[src/hw/bdc_pkg.sv]
// constants, field layout and types of the converter and dimming control
// assumes one 125 mhz main clock and an 8-bit register port
package bdc_pkg;

  ////////////////////////////////////////////////////////////////////////
  // clock and timing
  localparam int unsigned MCLK_HZ       = 125_000_000;
  localparam int unsigned MCLK_KHZ      = MCLK_HZ / 1000;
  localparam int unsigned MCLK_MHZ      = MCLK_HZ / 1_000_000;
  localparam int unsigned SC_DETECT_MS  = 15;
  localparam int unsigned COOL_DOWN_MS  = 120;
  localparam int unsigned SS_STEP_NS    = 4000;
  localparam int unsigned SC_DETECT_CYC = SC_DETECT_MS * MCLK_KHZ;
  localparam int unsigned COOL_DOWN_CYC = COOL_DOWN_MS * MCLK_KHZ;
  localparam int unsigned SS_STEP_CYC   = (SS_STEP_NS * MCLK_MHZ + 999) / 1000;
  localparam int          TMR_W         = 24;

  ////////////////////////////////////////////////////////////////////////
  // register port and offsets
  localparam int          ADDR_W          = 8;
  localparam int          DATA_W          = 8;
  localparam logic [7:0]  ADDR_POWER_CTRL = 8'h04;
  localparam logic [7:0]  ADDR_RISE_FLAGS = 8'h07;
  localparam logic [7:0]  ADDR_RISE_MASK  = 8'h0b;
  localparam logic [7:0]  ADDR_DIM_LEVEL  = 8'h20;
  localparam logic [7:0]  ADDR_SLOPE      = 8'h21;
  localparam logic [7:0]  ADDR_AUX_VSEL   = 8'h6e;

  ////////////////////////////////////////////////////////////////////////
  // fields
  localparam int          CONV_AUX      = 0;
  localparam int          CONV_LED      = 1;
  localparam int          NUM_CONV      = 2;
  localparam int          CTRL_AUX_BIT  = 0;
  localparam int          CTRL_LED_BIT  = 1;
  localparam int          FLAG_AUX_BIT  = 0;
  localparam int          FLAG_LED_BIT  = 1;
  localparam int          VSEL_W        = 3;
  localparam int          DIM_CODE_W    = 7;
  localparam int          DIM_EN_BIT    = 7;
  localparam int          SLOPE_W       = 2;
  localparam int          SLOPE_LO_LSB  = 0;
  localparam int          SLOPE_HI_LSB  = 2;
  localparam int          SS_W          = 8;
  localparam int          MV_W          = 16;
  localparam int          SLP_W         = 10;
  localparam logic [7:0]  SS_FULL       = 8'hff;

  ////////////////////////////////////////////////////////////////////////
  // reset values
  localparam logic [7:0]  CTRL_RST      = 8'h00;
  localparam logic [7:0]  MASK_RST      = 8'h00;
  localparam logic [7:0]  FLAGS_RST     = 8'h00;
  localparam logic [2:0]  VSEL_RST      = 3'h2;
  localparam logic [7:0]  DIM_RST       = 8'h00;
  localparam logic [3:0]  SLOPE_RST     = 4'h0;

  ////////////////////////////////////////////////////////////////////////
  // types
  typedef enum logic [2:0] {
    ST_OFF,
    ST_SOFT,
    ST_RUN,
    ST_COOL,
    ST_LATCH
  } bdc_conv_e;

  typedef enum logic [1:0] {
    DIM_SRC_ZERO,
    DIM_SRC_PIN,
    DIM_SRC_DAC
  } bdc_dim_src_e;

endpackage : bdc_pkg

[src/hw/bdc_core.sv]
// auxiliary buck and led driver sequencing, fault handling, dimming select
// assumes analog sense inputs are asynchronous and the host uses the
// single-cycle strobe register port
//
// How it works
// RQ1: select code maps to 2.5,10,5,15,3.3,12,7.2,24 volts.
// RQ2: select field resets to the 5 volt code.
// RQ3: host never rewrites the select register while aux is enabled.
// RQ4: control bit 0 enables the auxiliary regulator.
// RQ5: each converter ramps a soft-start level after enable.
// RQ6: output low for 15 ms shuts down only that converter.
// RQ7: short-circuit shutdown restarts by itself after 120 ms.
// RQ8: excessive on-state drain-source voltage latches the converter off.
// RQ9: aux latch-off sets the aux fault flag at 0x07.
// RQ10: unmasked aux fault flag drives the interrupt pin low.
// RQ11: led driver switches only while its enable bit is set.
// RQ12: gate pin low selects the zero-current level.
// RQ13: gate pin high selects the analog dim pin.
// RQ14: internal dim enable selects the 7-bit dac instead.
// RQ15: dac output is reference times code plus one over 128.
// RQ16: external gate signal stays below about 1 to 2 khz.
// RQ17: low-duty slope codes give 0.1 to 0.4 v/us.
// RQ18: high-duty slope codes give 0.3,0.4,0.6,0.9 v/us.
// RQ19: both slope fields reset to code zero.
// RQ20: reading the rising status flags clears them.
// RQ21: all timing comes from the single main clock.
// RQ22: latched converter stays off until enable toggles or reset.
//
// Implementation choice: strobed register access.
`timescale 1ns/1ps
module bdc_core #(
  parameter int unsigned SC_DETECT_CYCLES = bdc_pkg::SC_DETECT_CYC,
  parameter int unsigned COOL_DOWN_CYCLES = bdc_pkg::COOL_DOWN_CYC,
  parameter int unsigned SS_STEP_CYCLES   = bdc_pkg::SS_STEP_CYC
) (
  // clock and reset
  input  wire logic                          i_mclk,
  input  wire logic                          i_rst_n,
  // register port
  input  wire logic [bdc_pkg::ADDR_W-1:0]    i_addr,
  input  wire logic [bdc_pkg::DATA_W-1:0]    i_wdata,
  input  wire logic                          i_wr,
  input  wire logic                          i_rd,
  output logic      [bdc_pkg::DATA_W-1:0]    o_rdata,
  // power stage sense, asynchronous
  input  wire logic                          i_aux_undervolt,
  input  wire logic                          i_led_undervolt,
  input  wire logic                          i_aux_desat,
  input  wire logic                          i_led_desat,
  input  wire logic                          i_led_duty_high,
  // dimming gate pin, asynchronous
  input  wire logic                          i_dim_gate,
  // auxiliary regulator
  output logic                               o_aux_run,
  output logic      [bdc_pkg::SS_W-1:0]      o_aux_ss_level,
  output logic      [bdc_pkg::VSEL_W-1:0]    o_aux_out_select,
  output logic      [bdc_pkg::MV_W-1:0]      o_aux_target_mv,
  // led driver
  output logic                               o_led_run,
  output logic      [bdc_pkg::SS_W-1:0]      o_led_ss_level,
  output bdc_pkg::bdc_dim_src_e              o_dim_source,
  output logic      [bdc_pkg::DIM_CODE_W:0]  o_dac_numerator,
  output logic      [bdc_pkg::SLP_W-1:0]     o_low_slope_mv_us,
  output logic      [bdc_pkg::SLP_W-1:0]     o_high_slope_mv_us,
  output logic      [bdc_pkg::SLP_W-1:0]     o_slope_mv_us,
  // interrupt
  output logic                               o_interrupt_out_n
);
  import bdc_pkg::*;

  ////////////////////////////////////////////////////////////////////////
  // decode functions
  function automatic logic [MV_W-1:0] aux_mv(input logic [VSEL_W-1:0] c);
    logic [MV_W-1:0] v;
    v = 16'h09c4;
    unique case (c)
      3'h0: v = 16'h09c4;
      3'h1: v = 16'h2710;
      3'h2: v = 16'h1388;
      3'h3: v = 16'h3a98;
      3'h4: v = 16'h0ce4;
      3'h5: v = 16'h2ee0;
      3'h6: v = 16'h1c20;
      3'h7: v = 16'h5dc0;
    endcase
    return v;
  endfunction : aux_mv

  function automatic logic [SLP_W-1:0] slope_lo(input logic [1:0] c);
    logic [SLP_W-1:0] v;
    v = 10'h064;
    unique case (c)
      2'h0: v = 10'h064;
      2'h1: v = 10'h0c8;
      2'h2: v = 10'h12c;
      2'h3: v = 10'h190;
    endcase
    return v;
  endfunction : slope_lo

  function automatic logic [SLP_W-1:0] slope_hi(input logic [1:0] c);
    logic [SLP_W-1:0] v;
    v = 10'h12c;
    unique case (c)
      2'h0: v = 10'h12c;
      2'h1: v = 10'h190;
      2'h2: v = 10'h258;
      2'h3: v = 10'h384;
    endcase
    return v;
  endfunction : slope_hi

  function automatic logic [DIM_CODE_W:0] dac_num(
    input logic [DIM_CODE_W-1:0] c
  );
    return {1'b0, c} + 8'h01;
  endfunction : dac_num

  ////////////////////////////////////////////////////////////////////////
  // input synchronisers
  localparam int SY_AUX_UV = 0;
  localparam int SY_LED_UV = 1;
  localparam int SY_AUX_DS = 2;
  localparam int SY_LED_DS = 3;
  localparam int SY_DUTY   = 4;
  localparam int SY_GATE   = 5;
  localparam int SY_N      = 6;

  logic [SY_N-1:0] sync1_q;
  logic [SY_N-1:0] sync2_q;

  always_ff @(posedge i_mclk or negedge i_rst_n) begin
    if (!i_rst_n) begin
      sync1_q <= '0;
      sync2_q <= '0;
    end else begin
      sync1_q <= {i_dim_gate, i_led_duty_high, i_led_desat, i_aux_desat,
                  i_led_undervolt, i_aux_undervolt};
      sync2_q <= sync1_q;
    end
  end

  ////////////////////////////////////////////////////////////////////////
  // registers
  logic [DATA_W-1:0]  ctrl_q;
  logic [DATA_W-1:0]  mask_q;
  logic [DATA_W-1:0]  flags_q;
  logic [VSEL_W-1:0]  vsel_q;
  logic [DATA_W-1:0]  dim_q;
  logic [3:0]         slope_q;
  logic               sel_written_q;
  logic               wr_vsel;
  logic               rd_flags;

  assign wr_vsel  = i_wr && (i_addr == ADDR_AUX_VSEL);
  assign rd_flags = i_rd && (i_addr == ADDR_RISE_FLAGS);

  always_ff @(posedge i_mclk or negedge i_rst_n) begin
    if (!i_rst_n) begin
      ctrl_q        <= CTRL_RST;
      mask_q        <= MASK_RST;
      vsel_q        <= VSEL_RST; // RQ2
      dim_q         <= DIM_RST;
      slope_q       <= SLOPE_RST; // RQ19
      sel_written_q <= 1'b0;
    end else if (i_wr) begin
      unique case (i_addr)
        ADDR_POWER_CTRL: ctrl_q <= i_wdata;
        ADDR_RISE_MASK:  mask_q <= i_wdata;
        ADDR_DIM_LEVEL:  dim_q <= i_wdata;
        ADDR_SLOPE:      slope_q <= i_wdata[3:0];
        ADDR_AUX_VSEL: begin
          vsel_q        <= i_wdata[VSEL_W-1:0];
          sel_written_q <= 1'b1;
        end
        default: ;
      endcase
    end
  end

  ////////////////////////////////////////////////////////////////////////
  // converter sequencing
  bdc_conv_e             state_q [NUM_CONV];
  logic [TMR_W-1:0]      tmr_q   [NUM_CONV];
  logic [SS_W-1:0]       lvl_q   [NUM_CONV];
  logic [NUM_CONV-1:0]   conv_en;
  logic [NUM_CONV-1:0]   conv_uv;
  logic [NUM_CONV-1:0]   conv_ds;
  logic [NUM_CONV-1:0]   latch_evt;

  assign conv_en = {ctrl_q[CTRL_LED_BIT], ctrl_q[CTRL_AUX_BIT]}; // RQ4 RQ11
  assign conv_uv = {sync2_q[SY_LED_UV], sync2_q[SY_AUX_UV]};
  assign conv_ds = {sync2_q[SY_LED_DS], sync2_q[SY_AUX_DS]};

  always_comb begin
    for (int c = 0; c < NUM_CONV; c++) begin
      latch_evt[c] = conv_en[c] && conv_ds[c] &&
                     (state_q[c] == ST_SOFT || state_q[c] == ST_RUN); // RQ8
    end
  end

  // timers all run on the main clock
  always_ff @(posedge i_mclk or negedge i_rst_n) begin // RQ21
    if (!i_rst_n) begin
      for (int c = 0; c < NUM_CONV; c++) begin
        state_q[c] <= ST_OFF;
        tmr_q[c]   <= '0;
        lvl_q[c]   <= '0;
      end
    end else begin
      for (int c = 0; c < NUM_CONV; c++) begin
        unique case (state_q[c])
          ST_OFF: begin
            tmr_q[c] <= '0;
            lvl_q[c] <= '0;
            if (conv_en[c]) begin
              state_q[c] <= ST_SOFT;
            end
          end
          ST_SOFT: begin
            if (!conv_en[c]) begin
              state_q[c] <= ST_OFF;
            end else if (latch_evt[c]) begin
              state_q[c] <= ST_LATCH; // RQ8
            end else if (lvl_q[c] == SS_FULL) begin
              state_q[c] <= ST_RUN; // RQ5
              tmr_q[c]   <= '0;
            end else if (tmr_q[c] == TMR_W'(SS_STEP_CYCLES - 1)) begin
              tmr_q[c] <= '0;
              lvl_q[c] <= lvl_q[c] + 8'h01; // RQ5
            end else begin
              tmr_q[c] <= tmr_q[c] + 24'h000001;
            end
          end
          ST_RUN: begin
            if (!conv_en[c]) begin
              state_q[c] <= ST_OFF;
            end else if (latch_evt[c]) begin
              state_q[c] <= ST_LATCH;
            end else if (!conv_uv[c]) begin
              tmr_q[c] <= '0;
            end else if (tmr_q[c] == TMR_W'(SC_DETECT_CYCLES - 1)) begin
              state_q[c] <= ST_COOL; // RQ6
              tmr_q[c]   <= '0;
            end else begin
              tmr_q[c] <= tmr_q[c] + 24'h000001;
            end
          end
          ST_COOL: begin
            if (!conv_en[c]) begin
              state_q[c] <= ST_OFF;
            end else if (tmr_q[c] == TMR_W'(COOL_DOWN_CYCLES - 1)) begin
              state_q[c] <= ST_SOFT; // RQ7
              tmr_q[c]   <= '0;
              lvl_q[c]   <= '0;
            end else begin
              tmr_q[c] <= tmr_q[c] + 24'h000001;
            end
          end
          ST_LATCH: begin
            if (!conv_en[c]) begin
              state_q[c] <= ST_OFF; // RQ22
            end
          end
        endcase
      end
    end
  end

  ////////////////////////////////////////////////////////////////////////
  // rising status flags and interrupt
  logic [DATA_W-1:0] evt_bits;

  assign evt_bits = DATA_W'({latch_evt[CONV_LED], latch_evt[CONV_AUX]});

  // a new event in the clearing read cycle survives
  always_ff @(posedge i_mclk or negedge i_rst_n) begin
    if (!i_rst_n) begin
      flags_q <= FLAGS_RST;
    end else if (rd_flags) begin
      flags_q <= evt_bits; // RQ20
    end else begin
      flags_q <= flags_q | evt_bits; // RQ9
    end
  end

  assign o_interrupt_out_n = ~|(flags_q & ~mask_q); // RQ10

  ////////////////////////////////////////////////////////////////////////
  // read data
  always_ff @(posedge i_mclk or negedge i_rst_n) begin
    if (!i_rst_n) begin
      o_rdata <= '0;
    end else if (i_rd) begin
      unique case (i_addr)
        ADDR_POWER_CTRL: o_rdata <= ctrl_q;
        ADDR_RISE_FLAGS: o_rdata <= flags_q;
        ADDR_RISE_MASK:  o_rdata <= mask_q;
        ADDR_DIM_LEVEL:  o_rdata <= dim_q;
        ADDR_SLOPE:      o_rdata <= {4'h0, slope_q};
        ADDR_AUX_VSEL:   o_rdata <= {5'h00, vsel_q};
        default:         o_rdata <= '0;
      endcase
    end else begin
      o_rdata <= '0;
    end
  end

  ////////////////////////////////////////////////////////////////////////
  // converter outputs
  assign o_aux_run = (state_q[CONV_AUX] == ST_SOFT) ||
                     (state_q[CONV_AUX] == ST_RUN);
  assign o_led_run = (state_q[CONV_LED] == ST_SOFT) ||
                     (state_q[CONV_LED] == ST_RUN); // RQ11
  assign o_aux_ss_level   = lvl_q[CONV_AUX];
  assign o_led_ss_level   = lvl_q[CONV_LED];
  assign o_aux_out_select = vsel_q;

  always_ff @(posedge i_mclk or negedge i_rst_n) begin
    if (!i_rst_n) begin
      o_aux_target_mv <= '0;
    end else begin
      o_aux_target_mv <= aux_mv(vsel_q); // RQ1
    end
  end

  ////////////////////////////////////////////////////////////////////////
  // dimming source and dac
  always_ff @(posedge i_mclk or negedge i_rst_n) begin
    if (!i_rst_n) begin
      o_dim_source    <= DIM_SRC_ZERO;
      o_dac_numerator <= '0;
    end else begin
      o_dac_numerator <= dac_num(dim_q[DIM_CODE_W-1:0]); // RQ15
      if (dim_q[DIM_EN_BIT]) begin
        o_dim_source <= DIM_SRC_DAC; // RQ14
      end else if (sync2_q[SY_GATE]) begin
        o_dim_source <= DIM_SRC_PIN; // RQ13
      end else begin
        o_dim_source <= DIM_SRC_ZERO; // RQ12
      end
    end
  end

  ////////////////////////////////////////////////////////////////////////
  // slope compensation
  always_ff @(posedge i_mclk or negedge i_rst_n) begin
    if (!i_rst_n) begin
      o_low_slope_mv_us  <= '0;
      o_high_slope_mv_us <= '0;
      o_slope_mv_us      <= '0;
    end else begin
      o_low_slope_mv_us  <= slope_lo(slope_q[SLOPE_LO_LSB +: SLOPE_W]);
      o_high_slope_mv_us <= slope_hi(slope_q[SLOPE_HI_LSB +: SLOPE_W]);
      if (sync2_q[SY_DUTY]) begin
        o_slope_mv_us <= slope_hi(slope_q[SLOPE_HI_LSB +: SLOPE_W]); // RQ18
      end else begin
        o_slope_mv_us <= slope_lo(slope_q[SLOPE_LO_LSB +: SLOPE_W]); // RQ17
      end
    end
  end

  ////////////////////////////////////////////////////////////////////////
  // assertions
  a_sel_decode: assert property ( // RQ1
    @(posedge i_mclk) disable iff (!i_rst_n)
    (vsel_q == 3'h6) |=> (o_aux_target_mv == 16'h1c20)
  ) else $error("aux select decode wrong");

  a_sel_default: assert property ( // RQ2
    @(posedge i_mclk) disable iff (!i_rst_n)
    !sel_written_q |-> (vsel_q == VSEL_RST)
  ) else $error("aux select not at default");

  a_enable_gate: assert property ( // RQ4
    @(posedge i_mclk) disable iff (!i_rst_n)
    !ctrl_q[CTRL_AUX_BIT] |=> !o_aux_run
  ) else $error("aux runs while disabled");

  a_ramp_done: assert property ( // RQ5
    @(posedge i_mclk) disable iff (!i_rst_n)
    (state_q[CONV_AUX] == ST_SOFT ##1 state_q[CONV_AUX] == ST_RUN)
      |-> ($past(lvl_q[CONV_AUX]) == SS_FULL)
  ) else $error("run entered before ramp end");

  a_short_timeout: assert property ( // RQ6
    @(posedge i_mclk) disable iff (!i_rst_n)
    (state_q[CONV_AUX] == ST_RUN ##1 state_q[CONV_AUX] == ST_COOL)
      |-> ($past(tmr_q[CONV_AUX]) == TMR_W'(SC_DETECT_CYCLES - 1))
  ) else $error("short shutdown at wrong time");

  a_restart_time: assert property ( // RQ7
    @(posedge i_mclk) disable iff (!i_rst_n)
    (state_q[CONV_AUX] == ST_COOL ##1 state_q[CONV_AUX] == ST_SOFT)
      |-> ($past(tmr_q[CONV_AUX]) == TMR_W'(COOL_DOWN_CYCLES - 1))
  ) else $error("restart at wrong time");

  a_desat_latch: assert property ( // RQ8
    @(posedge i_mclk) disable iff (!i_rst_n)
    latch_evt[CONV_AUX] |=> (state_q[CONV_AUX] == ST_LATCH) &&
                            flags_q[FLAG_AUX_BIT]
  ) else $error("desat did not latch aux off"); // RQ9

  a_irq_pin: assert property ( // RQ10
    @(posedge i_mclk) disable iff (!i_rst_n)
    (flags_q[FLAG_AUX_BIT] && !mask_q[FLAG_AUX_BIT]) |-> !o_interrupt_out_n
  ) else $error("unmasked fault gives no interrupt");

  a_dim_select: assert property ( // RQ12
    @(posedge i_mclk) disable iff (!i_rst_n)
    (!dim_q[DIM_EN_BIT] && !sync2_q[SY_GATE]) |=>
      (o_dim_source == DIM_SRC_ZERO)
  ) else $error("gate low did not select zero level");

  a_dim_dac: assert property ( // RQ14
    @(posedge i_mclk) disable iff (!i_rst_n)
    dim_q[DIM_EN_BIT] |=> (o_dim_source == DIM_SRC_DAC)
  ) else $error("internal dim not selected");

  a_read_clear: assert property ( // RQ20
    @(posedge i_mclk) disable iff (!i_rst_n)
    (rd_flags && latch_evt == '0) |=> (flags_q == '0)
  ) else $error("flags not cleared by read");

  a_latch_hold: assert property ( // RQ22
    @(posedge i_mclk) disable iff (!i_rst_n)
    (state_q[CONV_LED] == ST_LATCH && conv_en[CONV_LED]) |=>
      (state_q[CONV_LED] == ST_LATCH)
  ) else $error("latched converter left latch");

endmodule : bdc_core

[config.mk]
export PLATFORM = sky130hd
export DESIGN_NAME = bdc_core
export DESIGN_NICKNAME = d
export VERILOG_FILES = /design/src/hw/bdc_pkg.sv /design/src/hw/bdc_core.sv
export SDC_FILE = /design/constraint.sdc
export NUM_CORES = 1
export LEC_CHECK = 0
export BUFFER_PORTS_ARGS = -buffer_cell sky130_fd_sc_hd__buf_2
export CORE_MARGIN = 8
export CORE_UTILIZATION = 55
export CTS_BUF_LIST = sky130_fd_sc_hd__clkbuf_16
export DETAILED_ROUTE_END_ITERATION = 10
export MAX_ROUTING_LAYER = met4
export PLACE_DENSITY = 0.77
export SYNTH_ARGS = -nofsm -noshare
export SYNTH_HDL_FRONTEND = slang
export SYNTH_SLANG_ARGS = --single-unit
[constraint.sdc]
create_clock -name i_mclk -period 3 [get_ports i_mclk]
set_input_delay 0.3 -clock i_mclk [delete_from_list [all_inputs] [get_ports i_mclk]]
set_output_delay 0.3 -clock i_mclk [all_outputs]
set_load 0.005 [all_outputs]
==> impl_metrics.toml <==
[drt]
post_drt_wl_per_cell_um = 17.2
wirelength_um = 18700
drc = 0
vias_per_cell = 5.89
drtIter0Drc = 443
dr.pass1.iters = 5
ant_nets = 0
vias = 6373

[logic_synthesis]
synth-edff-count = 0
ys.flop_type = "dfrtp_1"
avgSynthCellArea_um2 = 10.5
ys_types = 78
synth_cells = 772
synth_area_um2 = 8140
yosys_warnings = 0
synthArstFlopShare = 1.00
ys_ff_latch = 168
yosysSeqAreaShare = 0.517

[timing]
whs_ns = 0.133
drv_slew = 0
setup-violations-final = 0
skew_ns = 0.00847
fmax_mhz = 353
period_minus_slack_ns = 2.83
hold_viol = 0
rsz0062_at_grt = "false"
setup_slack_ns = 0.170
relSlewSlack = 0.424
timing.final.crit_share = 0.943
fin_setup_tns_ns = 0
tightest_slew_ns = 0.857

[clocking]
cts.sink_count = 168
cts_tree = "yes"
cts.clk_slew.worst_paths_ns = 0.07
ctsLongestPathBuffers = 2
clk-insertion-delay-late_ns = 0.43
cts_buffers = 17
cts_root_buffer = "clkbuf_16"
post_cts_buffers = 0
cts.htree.levels = 4

[grt]
grt_first_pass_wirelength_um = 31000
grt.total_usage = 0.210
grt_max_degree = 65
gr-total-overflow = 0
grt_pass1_vias = 6215
antenna_found_initial = 0

[place]
gp_congestion = 0.879
dp_hpwl_um = 13100
place_inst = 1043
port_buffers = 101
pre_cts_slack_ns = 0.205

[floorplan]
rows = 44
start_util = 0.562
die_y_um = 138
ioPinCount = 112
dieArea_um2 = 18900
core_area_um2 = 14500
die_w_um = 138

[worst_setup_path]
max_stage_delay_ns = 0.55
slowest_stage = "or4_4"
crit_family = "simple AND/OR/NAND/NOR gates"
cp_max_fo = 7
worstPathCellList = "or4_1 > or4_4 > o31ai_4 > nand3_1 > nor2_1 > o32ai_1"
crit_required_ns = 3.28
critPathBufInv = 0
end_kind = "flip-flop"
worstSetupPathType = "reg2reg"
worstPathArrival_ns = 3.11
crit_path_start_kind = "flip-flop"

[flow_run]
maxCapViolations = 0

[power_and_ir_drop]
p_total_w = 0.00564
clkPwrFrac = 0.375
power.share.switching = 0.313
seq_power_share = 0.441
power.density_nw_per_um2 = 596
p_sw_w = 0.00176
p_leak_nw = 4.39
combPwrFrac = 0.184
peakVddDrop_uv = 542
p_int_w = 0.00388

[final_layout]
multi_input_area_um2 = 3660
antenna_cells = 0
seq_area_um2 = 4210
nFillCells = 1131
final_cells = 1082
drive_gt1_frac = 0.236
layout.nets = 932
area_growth_pct = 16.3

[run_status]
status = "finished clean"

[worst_hold_path]
min_path_type = "in2reg"
-- layout by cell type, fill, tap and decap left out, types with 5 or more instances in the layout --
cell	synthesis	routed
dfrtp_1	167	167
buf_2	3	100
nor2_1	75	75
nand2_1	59	59
mux2_2	35	35
nand3_1	34	34
o21ai_0	33	32
nand4_1	26	26
inv_1	22	22
ha_1	21	21
xor2_1	20	20
a21oi_1	20	20
clkbuf_16	0	17
o31ai_1	16	16
buf_4	11	15
nor3_1	14	14
and3_1	13	13
and2_1	12	12
nor4_1	11	11
or2_2	10	10
conb_1	1	10
xnor2_1	9	9
a31oi_1	7	7
a222oi_1	7	7
or4_1	7	7
dlygate4sd3_1	0	7
a21o_1	6	6
nor2b_1	6	6
a22oi_1	6	6
nor4b_1	6	6
and4_1	6	6
clkinv_4	0	6
inv_8	0	6
or3_1	5	5
o41ai_1	5	5
a2bb2oi_1	5	5
-- kinds of logic (layout without fill, tap and decap cells) --
kind of cell	count (synthesis)	in the layout	share of synthesized area
AOI/OAI and AO/OA	144	144	0.127
xor gates and xnor gates	29	29	0.0312
adders and majority gates	21	21	0.0323
buffers and inverters	61	178	0.0381
DFF	168	168	0.517
muxes	40	40	0.0547
other	1	10	0.000461
and+or+nand+nor	308	308	0.199
-- repair_timing --
item	in CTS	in global routing
hold endpoints to repair	66	0
hold buffers	7	0
endpoints found under the setup margin	0	1
resized for setup	0	1
-- layout make-up --
| cell class | count | area share |
|---|---|---|
| flip-flops and latches | 168 | 0.444 |
| inverters | 22 | 0.00872 |
| well taps | 184 | 0.0243 |
| multi-input cells | 552 | 0.386 |
| clock inverters | 15 | 0.0163 |
| repair buffers | 124 | 0.0755 |
| clock buffers | 17 | 0.0449 |
-- registers in the layout (all words and copies together) (netlist names), 8 cells and up --
register,count
ctrl_q,8
dim_q,8
mask_q,8
o_aux_ss_level,8
o_aux_target_mv,13
o_dac_numerator,8
o_high_slope_mv_us,8
o_led_ss_level,8
o_rdata,8
o_slope_mv_us,8
tmr_q,48
-- synthesized netlist by cell type, drive strengths merged (7+ instances only) --
master | n | area (um2)
and2 | 12 | 75.1
and3 | 15 | 96.3
o31ai | 17 | 141
nand2 | 60 | 233
a21oi | 20 | 100
nor3 | 15 | 86.3
a31oi | 7 | 43.8
a21o | 7 | 53.8
xnor2 | 9 | 78.8
or4 | 8 | 63.8
o21ai | 33 | 165
clkbuf | 20 | 96.3
mux2 | 36 | 405
ha | 21 | 263
buf | 19 | 131
nand4 | 26 | 163
dfrtp | 167 | 4180
nand3 | 34 | 170
xor2 | 20 | 175
a222oi | 7 | 70.1
inv | 22 | 82.6
nor4 | 11 | 68.8
or2 | 10 | 62.6
nor2 | 75 | 282
-- power groups by stage --
stage / combinational [W] / sequential (W) / clock (W)
after floorplan: 0.000736 / 0.00249 / 0
after global placement: 0.00100 / 0.00253 / 0
after detailed placement: 0.00103 / 0.00253 / 0
after CTS: 0.00104 / 0.00249 / 0.00215
after global routing: 0.00116 / 0.00251 / 0.00225
final: 0.00104 / 0.00249 / 0.00211
-- layer usage --
metal | GRT usage | vias to the layer above | routed length [um]
met5 | - | - | 0
li1 | - | 3030 | -
met3 | 0.0449 | 33 | 1020
met2 | 0.329 | 199 | 9120
met4 | 0.0688 | 0 | 359
met1 | 0.268 | 3111 | 8160
-- path summary, 6_finish.rpt --
check,start,end,slack (ns),depth (start not counted)
worst max-delay path,tmr_q[35],tmr_q[28],0.17,6
worst min-delay path,i_wdata[7],ctrl_q[7],0.13,2
worst max register to register,tmr_q[35],tmr_q[28],0.17,6
worst min register to register,sync1_q[5],sync2_q[5],0.35,0
max in group asynchronous,i_rst_n,sync1_q[0],1.77,3
min in group asynchronous,i_rst_n,o_dac_numerator[1],0.43,2
-- stage by stage --
stage	utilization	instance area (um2)
floorplan	-	8170
global placement	0.609	8820
detailed placement	0.609	8820
CTS	0.654	9470
global route	0.654	9470
finish	0.654	9470
No activity file was read; power rests on OpenSTA's default activity.
